$ cat config.mk
export PLATFORM = sky130hd
export DESIGN_NAME = sfpi_pin_front
export DESIGN_NICKNAME = d
export VERILOG_FILES = /design/src/sfpi_pkg.sv /design/src/sfpi_pin_front.sv
export VERILOG_INCLUDE_DIRS = /design/src
export SDC_FILE = /design/constraint.sdc
export NUM_CORES = 1
export LEC_CHECK = 0
export BUFFER_PORTS_ARGS = -buffer_cell sky130_fd_sc_hd__buf_2
export CAP_MARGIN = 20
export CELL_PAD_IN_SITES_DETAIL_PLACEMENT = 0
export CELL_PAD_IN_SITES_GLOBAL_PLACEMENT = 1
export CORE_MARGIN = 5
export CORE_UTILIZATION = 44
export DETAILED_ROUTE_END_ITERATION = 16
export PLACE_DENSITY_LB_ADDON = 0.1
export SETUP_SLACK_MARGIN = 0.2
export SLEW_MARGIN = 5
export SYNTH_ARGS = -nofsm -noshare
export SYNTH_HDL_FRONTEND = slang
export SYNTH_SLANG_ARGS = --single-unit
export TNS_END_PERCENT = 20
$ cat constraint.sdc
create_clock -name clk -period 4 [get_ports clk]
set_clock_uncertainty 0.15 [all_clocks]
set_input_delay 1.2 -clock clk [delete_from_list [all_inputs] [get_ports clk]]
set_output_delay 1.2 -clock clk [all_outputs]
set_load 0.005 [all_outputs]
$ cat src/sfpi_defines.svh
// constants of the serial flash pin front end
`ifndef SFPI_DEFINES_SVH
`define SFPI_DEFINES_SVH
`define SFPI_CMD_FOUR_LANE_ON 8'h38
`define SFPI_CMD_FOUR_LANE_OFF 8'hFF
`define SFPI_CMD_SOFT_RESET 8'h99
`define SFPI_LOCK_HARDWARE 2'h1
`define SFPI_SECTORS 8'h80
`define SFPI_IDLE_BYTE 8'hFF
`define SFPI_OE_SINGLE 4'h2
`define SFPI_OE_DUAL 4'h3
`define SFPI_OE_QUAD 4'hF
`endif

$ cat src/sfpi_pkg.sv
// types of the serial flash pin front end
package sfpi_pkg;
    typedef enum logic [1:0] {sfpi_w1, sfpi_w2, sfpi_w4} sfpi_width_t;
    typedef struct packed {
        sfpi_width_t width;
        logic drive;
    } sfpi_phase_t;
    typedef struct packed {
        logic [7:0] data;
        logic first;
    } sfpi_rx_t;
    typedef struct packed {
        logic cmp;
        logic sec;
        logic tb;
        logic [2:0] bp;
    } sfpi_guard_t;
endpackage
$ cat src/sfpi_pin_front.sv
// pin front end: sampling, lane steering, pause, write guard, rx buffer
`timescale 1ns/100ps
`default_nettype none
`include "sfpi_defines.svh"
module sfpi_pin_front (
    input wire logic clk,
    input wire logic reset,
    input wire logic sclk,
    input wire logic cs_n,
    input wire logic [3:0] io_lane_in,
    output logic [3:0] io_lane_out,
    output logic [3:0] io_lane_oe,
    input wire logic four_lane_enable_bit,
    input wire logic [1:0] status_lock_bits,
    input wire sfpi_pkg::sfpi_guard_t guard_bits,
    input wire sfpi_pkg::sfpi_phase_t phase,
    input wire logic core_busy,
    input wire logic [7:0] tx_data,
    input wire logic tx_valid,
    output logic tx_ready,
    output sfpi_pkg::sfpi_rx_t rx_word,
    output logic rx_valid,
    input wire logic rx_ready,
    output logic rx_full,
    output logic rx_overrun,
    output logic selected,
    output logic paused,
    output logic four_lane_command_mode,
    output logic standby,
    output logic sr_write_refused,
    output logic protect_any,
    output logic [6:0] protect_lo,
    output logic [6:0] protect_hi
);
    import sfpi_pkg::*;

    function automatic logic [14:0] guard_region(input sfpi_guard_t g);
        logic [7:0] size;
        logic [7:0] lo;
        logic [7:0] hi;
        logic any;
        size = 8'h00;
        if (g.bp != 3'h0) begin
            if (g.sec)
                size = (g.bp > 3'h4) ? 8'h08 : 8'(8'h01 << (g.bp - 3'h1));
            else
                size = (g.bp > 3'h4) ? `SFPI_SECTORS : 8'(8'h10 << (g.bp - 3'h1));
        end
        any = (size != 8'h00);
        lo = g.tb ? 8'h00 : 8'(`SFPI_SECTORS - size);
        hi = g.tb ? 8'(size - 8'h01) : 8'(`SFPI_SECTORS - 8'h01);
        if (g.cmp) begin
            any = (size != `SFPI_SECTORS);
            lo = (g.tb && size != 8'h00) ? size : 8'h00;
            hi = (g.tb || size == 8'h00) ? 8'(`SFPI_SECTORS - 8'h01)
                                         : 8'(`SFPI_SECTORS - size - 8'h01);
        end
        return {any, lo[6:0], hi[6:0]};
    endfunction

    function automatic logic [3:0] lane_step(input sfpi_width_t w);
        return (w == sfpi_w4) ? 4'h4 : (w == sfpi_w2) ? 4'h2 : 4'h1;
    endfunction

    // two-stage synchronisers; the first stage is never read, and sclk has a third delay stage for edge detection
    logic sclk_m_reg, sclk_s_reg, sclk_d_reg;
    logic cs_m_reg, cs_s_reg;
    logic [3:0] io_m_reg, io_s_reg;
    always_ff @(posedge clk or posedge reset) begin
        if (reset) begin
            sclk_m_reg <= 1'b0;
            sclk_s_reg <= 1'b0;
            sclk_d_reg <= 1'b0;
            // reset level must not count as a seen-high select, or arming is false
            cs_m_reg <= 1'b0;
            cs_s_reg <= 1'b0;
            io_m_reg <= 4'hF;
            io_s_reg <= 4'hF;
        end else begin
            sclk_m_reg <= sclk;
            sclk_s_reg <= sclk_m_reg;
            sclk_d_reg <= sclk_s_reg;
            cs_m_reg <= cs_n;
            cs_s_reg <= cs_m_reg;
            io_m_reg <= io_lane_in;
            io_s_reg <= io_m_reg;
        end
    end

    logic armed_reg, qpi_reg, pause_reg, first_reg;
    logic [2:0] rcnt_reg, tcnt_reg;
    logic [7:0] rsh_reg, tsh_reg;

    // select edge only counts once select has been seen high
    wire logic sel_now = ~cs_s_reg & armed_reg;
    // clock level at select edges is irrelevant: only edges inside a frame count
    wire logic active = sel_now & ~pause_reg;
    wire logic rise = active & sclk_s_reg & ~sclk_d_reg;
    wire logic fall = active & ~sclk_s_reg & sclk_d_reg;
    wire logic qe = four_lane_enable_bit;
    wire logic pause_req = sel_now & ~qe & ~io_s_reg[3];
    wire sfpi_width_t req_width = (phase.width == sfpi_w4 && !qe) ? sfpi_w1 : phase.width;
    wire sfpi_width_t width = qpi_reg ? sfpi_w4 : (first_reg ? sfpi_w1 : req_width);
    wire logic drive = ~first_reg & phase.drive;
    wire logic [3:0] step = lane_step(width);
    wire logic [7:0] rsh_next = (width == sfpi_w4) ? {rsh_reg[3:0], io_s_reg} :
                                (width == sfpi_w2) ? {rsh_reg[5:0], io_s_reg[1:0]} :
                                {rsh_reg[6:0], io_s_reg[0]};
    wire logic [2:0] rcnt_next = 3'(rcnt_reg + step[2:0]);
    wire logic byte_done = rise & ~drive & (rcnt_next == 3'h0);
    wire logic [7:0] tword = (tcnt_reg == 3'h0) ? (tx_valid ? tx_data : `SFPI_IDLE_BYTE) : tsh_reg;
    wire logic [3:0] out_next = (width == sfpi_w4) ? tword[7:4] :
                                (width == sfpi_w2) ? {2'h0, tword[7:6]} :
                                {2'h0, tword[7], 1'b0};
    wire logic [3:0] oe_next = (!active || !drive) ? 4'h0 :
                               (width == sfpi_w4) ? `SFPI_OE_QUAD :
                               (width == sfpi_w2) ? `SFPI_OE_DUAL : `SFPI_OE_SINGLE;
    wire logic [14:0] region = guard_region(guard_bits);
    wire logic guard_on = ~qe & ~io_s_reg[2] & (status_lock_bits == `SFPI_LOCK_HARDWARE);

    // frame, mode and pause state
    always_ff @(posedge clk or posedge reset) begin
        if (reset) begin
            armed_reg <= 1'b0;
            qpi_reg <= 1'b0;
            pause_reg <= 1'b0;
            first_reg <= 1'b1;
        end else begin
            if (cs_s_reg)
                armed_reg <= 1'b1;
            // clock low: follow pin now; clock high: wait for the next fall
            if ((!pause_req && !sel_now) || qe)
                pause_reg <= 1'b0;
            else if (!sclk_s_reg)
                pause_reg <= pause_req;
            if (!sel_now)
                first_reg <= 1'b1;
            else if (byte_done)
                first_reg <= 1'b0;
            if (byte_done && first_reg) begin
                if (rsh_next == `SFPI_CMD_FOUR_LANE_ON && qe)
                    qpi_reg <= 1'b1;
                else if (rsh_next == `SFPI_CMD_FOUR_LANE_OFF || rsh_next == `SFPI_CMD_SOFT_RESET)
                    qpi_reg <= 1'b0;
            end
        end
    end

    // shifters hold while paused, so release continues mid-byte
    always_ff @(posedge clk or posedge reset) begin
        if (reset) begin
            rcnt_reg <= 3'h0;
            tcnt_reg <= 3'h0;
            rsh_reg <= 8'h00;
            tsh_reg <= 8'h00;
            io_lane_out <= 4'h0;
            io_lane_oe <= 4'h0;
            tx_ready <= 1'b0;
        end else begin
            io_lane_oe <= oe_next;
            tx_ready <= fall & drive & (tcnt_reg == 3'h0) & tx_valid;
            if (!sel_now) begin
                rcnt_reg <= 3'h0;
                tcnt_reg <= 3'h0;
            end else if (rise && !drive) begin
                rsh_reg <= rsh_next;
                rcnt_reg <= rcnt_next;
            end else if (fall && drive) begin
                io_lane_out <= out_next;
                tsh_reg <= 8'(tword << step);
                tcnt_reg <= 3'(tcnt_reg + step[2:0]);
            end
        end
    end

    // two-entry rx buffer: output head plus one spare
    sfpi_rx_t spare_reg;
    logic spare_v_reg;
    wire sfpi_rx_t push_word = '{data: rsh_next, first: first_reg};
    wire logic pop = rx_valid & rx_ready;
    wire logic take_head = pop | ~rx_valid;
    always_ff @(posedge clk or posedge reset) begin
        if (reset) begin
            rx_word <= '0;
            rx_valid <= 1'b0;
            spare_reg <= '0;
            spare_v_reg <= 1'b0;
            rx_overrun <= 1'b0;
        end else begin
            rx_overrun <= byte_done & rx_valid & spare_v_reg & ~pop;
            if (take_head && spare_v_reg) begin
                rx_word <= spare_reg;
                rx_valid <= 1'b1;
                spare_reg <= push_word;
                spare_v_reg <= byte_done;
            end else if (take_head) begin
                rx_word <= push_word;
                rx_valid <= byte_done;
            end else if (byte_done && !spare_v_reg) begin
                spare_reg <= push_word;
                spare_v_reg <= 1'b1;
            end
        end
    end

    // status outputs
    always_ff @(posedge clk or posedge reset) begin
        if (reset) begin
            selected <= 1'b0;
            paused <= 1'b0;
            four_lane_command_mode <= 1'b0;
            standby <= 1'b0;
            sr_write_refused <= 1'b0;
            protect_any <= 1'b0;
            protect_lo <= 7'h00;
            protect_hi <= 7'h00;
            rx_full <= 1'b0;
        end else begin
            selected <= sel_now;
            paused <= pause_reg;
            four_lane_command_mode <= qpi_reg;
            // deselect never aborts a running internal cycle
            standby <= cs_s_reg & ~core_busy;
            sr_write_refused <= guard_on;
            protect_any <= region[14] & guard_on;
            protect_lo <= region[13:7];
            protect_hi <= region[6:0];
            rx_full <= spare_v_reg;
        end
    end

    a_oe_deselect: assert property (@(posedge clk) disable iff (reset)
        cs_s_reg |=> io_lane_oe == 4'h0) else $error("lanes driven while deselected");
    a_oe_paused: assert property (@(posedge clk) disable iff (reset)
        pause_reg |=> io_lane_oe == 4'h0) else $error("lanes driven while paused");
    a_oe_input_phase: assert property (@(posedge clk) disable iff (reset)
        !drive |=> io_lane_oe == 4'h0) else $error("lanes driven in input phase");
    a_quad_needs_qe: assert property (@(posedge clk) disable iff (reset)
        (io_lane_oe == `SFPI_OE_QUAD) |-> $past(qe)) else $error("quad lanes without enable");
    a_pause_qe_off: assert property (@(posedge clk) disable iff (reset)
        qe [*2] |-> !pause_reg) else $error("pause active with four-lane enable");
    a_guard_qe_off: assert property (@(posedge clk) disable iff (reset)
        $past(qe) |-> !sr_write_refused) else $error("guard active with four-lane enable");
    a_unarmed_idle: assert property (@(posedge clk) disable iff (reset)
        !armed_reg |-> !byte_done && !first_reg == 1'b0) else $error("byte taken before arming");
    a_pause_holds: assert property (@(posedge clk) disable iff (reset)
        pause_reg ##1 pause_reg |-> $stable(rsh_reg) && $stable(rcnt_reg)) else $error("shift moved in pause");
    a_mode_enter: assert property (@(posedge clk) disable iff (reset)
        byte_done && first_reg && qe && rsh_next == `SFPI_CMD_FOUR_LANE_ON |=> ##1 four_lane_command_mode)
        else $error("four-lane mode not entered");
    a_qpi_two_clocks: assert property (@(posedge clk) disable iff (reset)
        qpi_reg && rise && !drive |-> rcnt_next == 3'(rcnt_reg + 3'h4)) else $error("instruction width wrong");

    c_qpi_entry: cover property (@(posedge clk) disable iff (reset) $rose(qpi_reg));
    c_pause: cover property (@(posedge clk) disable iff (reset) $fell(pause_reg) && sel_now);
    c_quad_read: cover property (@(posedge clk) disable iff (reset) io_lane_oe == `SFPI_OE_QUAD);
    c_overrun: cover property (@(posedge clk) disable iff (reset) rx_overrun);
endmodule // sfpi_pin_front
`default_nettype wire

==> summary.txt <==
Yosys
  • Adder-Cell Fraction of Synth Area: 3.44%
  • Yosys warnings: 0
  • Yosys reg bits: 88
  • Post-synth EDFFs: 0
  • Seq/Total Area, Yosys: 50.7%
  • Xor/xnor share of the synthesized area: 1.81%
  • Largest family of logic cells by synthesized area: simple AND/OR/NAND/NOR gates
  • Compound-Gate Fraction of Synth Area: between 10% and 20%
  • Syn Inst Count: just under 400
  • Synth Cell Area: 0.00436 mm2
  • Synth top area share: 45.3%
  • Synth cell types: 65
  • Post-synthesis mux area share: 13.2%
  • Area leader, netlist: dfrtp_1
  • Synth top area cells: dfrtp_1 (45%), dfstp_2 (5.4%), mux2i_1 (5.0%), mux2_2 (4.6%), o21ai_0 (3.7%)
  • Count leader, synth: dfrtp_1
  • Syn Nets: 434
  • Post-synth ARST share: 100%
  • Synthesized area per cell: 11.1 um2
  • Post-synthesis simple-gate area fraction: 15.2%
  • Synth Flop Type: dfrtp_1
  • Commonest cells post-synth: dfrtp_1 (79), nand2_1 (39), o21ai_0 (32), mux2i_1 (22), nor2_1 (20)

Power
  • Switching share of power: ~28%
  • Worst VDD drop: 0.000241 V
  • Pwr Total: 2000 uW
  • Sw power: 560 uW
  • Sequential Power Share: about half
  • PwrDens: 379 mW/mm2
  • Lkg Pwr: 0.00249 uW
  • P_int: about 1400 uW
  • Gate power share: 17.4%
  • Clk network pwr share: 31.4%

Worst setup path
  • Type of the worst setup path: in -> reg
  • CP Data Required Time: 4.10 ns
  • Arr. time, crit path: 3.74 ns
  • Endpoint type of the worst setup path: flip-flop
  • Max stage delay on crit path: between 0.5 and 0.6 ns
  • R2R cell count: 12
  • Slowest-stage cell, CP: fa_2
  • Setup crit start kind: input pin
  • Critical path cell sequence: buf_2 -> o211ai_1 -> nand2b_1 -> ha_4 -> ha_1 -> inv_1 -> fa_2 -> nor2b_1 -> nand2_1 -> o41ai_4 -> buf_6 -> mux2_2
  • Critical path peak fanout: 9

Clock network
  • CTS Sinks: slightly below 90
  • # H-tree levels: 3
  • CTS Hold Bufs: 0
  • CTS tree: yes
  • CTS root buffer: clkbuf_8
  • Num CTS Buffers: 9
  • CTS clk-pin slew, worst paths: 0.09 ns
  • Worst skew pair latency: 0.36 ns
  • Post-CTS Setup Inserts: 0
  • CTS Buffer Depth: 2

Cells and area
  • Final net count: 528
  • Ratio of cells with drive above 1 in the final layout: between 30% and 40%
  • Non-Filler Instances: 625
  • Post-route cell area: 0.00528 mm2
  • N_diodes: 0
  • Area grow syn2layout: 21.1%

Drt
  • WL/cell: 15.5 um
  • TritonRoute pass-1 iters: 4
  • Initial DRC count: 109
  • Vias per Instance: 5.13
  • DRC: 0
  • Final WL: 9680 um
  • ANT nets after route: 0
  • Via count: 3207

Timing
  • Final Critical Period: 3.64 ns
  • RSZ-0062 raised after global routing: false
  • Max Slew Vio Count: 0
  • Hold Vio Cnt, Final: 0
  • Period utilization: between 90% and 100%
  • TNS Setup: 0 ns
  • Worst slew margin: 51.5%
  • Fmax: 0.274 GHz
  • Worst Tran Pin Value: between 0.7 and 0.8 ns
  • Final setup violation count: 0

Run
  • Max_cap viols: 0

Global route
  • Initial antenna violation count: 0
  • Total global routing overflow: 0
  • Gr usage total: between 10% and 20%
  • Global-route wire length before repair: between 15000 and 20000 um
  • Largest net degree at the start of global routing: 44
  • Vias in the first global route: between 3000 and 4000

Place
  • Hpwl dp: about 7300 um
  • Placed inst area: 0.00507 mm2
  • Inst Count DP: 608
  • IO buf count: 71
  • GPL Wtd Cong: 0.853

Hold path
  • Min-delay worst type: reg -> reg
  • Hold path depth: 0

Die
  • Initial Utilization: 44.8%
  • I/O pin count: 72
  • Die W: approximately 110 um
  • Die area: around 0.012 mm2
  • Vert. Die Dim: around 110 um
  • Row count: 36
  • Core Region: 0.00973 mm2

Outcome
  • Status: completed
[routing by layer]
metal / routed length (um) / global-route usage, % / vias to the layer above
met3: 438 / 4.46 / 11
met4: 119 / 4.72 / 0
li1: - / - / 1583
met1: 4510 / 23.5 / 1545
met2: 4610 / 27.5 / 68
met5: 0 / 0 / -
[worst paths after layout]
path	from	to	slack [ns]
max in group asynchronous	reset	first_reg	2.18
worst max register to register	first_reg	spare_reg[6]	0.70
min in group asynchronous	reset	rsh_reg[2]	0.78
worst min register to register	io_m_reg[2]	io_s_reg[2]	0.21
worst max-delay path	phase[1]	spare_reg[6]	0.36
worst min-delay path	io_m_reg[2]	io_s_reg[2]	0.21
[power by group through the flow]
stage,Sequential [uW],Clock (uW),Combinational (uW)
after floorplan,1030,0,204
after global placement,1040,0,347
after global routing,1040,679,395
final,1030,628,348
after detailed placement,1040,0,352
after CTS,1030,649,353
[area by class of cell]
type                    instances  area, um2
clock buffers                   9        124
clock inverters                 7       77.6
fillers                       897       4450
inverters                      16       66.3
multi-input cells             271       2040
flip-flops and latches         88       2210
well taps                     133        166
repair buffers                101        597
[logic make-up after synthesis]
family                   after synthesis
AO/OA/AOI/OAI                         79
XOR/XNOR                               9
adder cells (fa/ha/maj)               11
buffers and inverters                 34
flip-flops                            88
multiplexers                          47
AND/OR/NAND/NOR                      125
[cells in the final DEF (no fill, tap or decap), types with 10 or more instances in the layout]
cell | Yosys | routed
dfrtp_1 | 79 | 79
mux2_2 | 18 | 17
a21oi_1 | 10 | 10
nor2b_1 | 10 | 10
buf_4 | 3 | 28
nand2_1 | 39 | 39
inv_1 | 15 | 14
o21ai_0 | 32 | 32
nor2_1 | 20 | 20
buf_2 | 3 | 71
mux2i_1 | 22 | 22
[per-stage QoR]
stage,utilization (%),setup WS (ns),hold WS (ns)
after floorplan,-,0.0810,0.181
after global placement,52.1,-0.000285,0.186
after detailed placement,52.1,-0.0529,0.189
after CTS,54.2,0.340,0.210
after global routing,54.3,0.211,0.217
final,54.3,0.356,0.209
[what timing repair did]
action | 4_1_cts | 5_1_grt
hold endpoints to repair | 0 | 0
gates resized for setup | 0 | 1
endpoints found under the setup margin | 0 | 8
[worst max-delay path: cells and delay by family]
kind / cells / cell delay [ns]
adder cells (fa/ha/maj): 3 / 0.94
buffers and inverters: 3 / 0.35
multiplexers: 1 / 0.33
AO/OA/AOI/OAI: 2 / 0.50
AND/OR/NAND/NOR: 3 / 0.41
(Power assumes the default switching activity.)
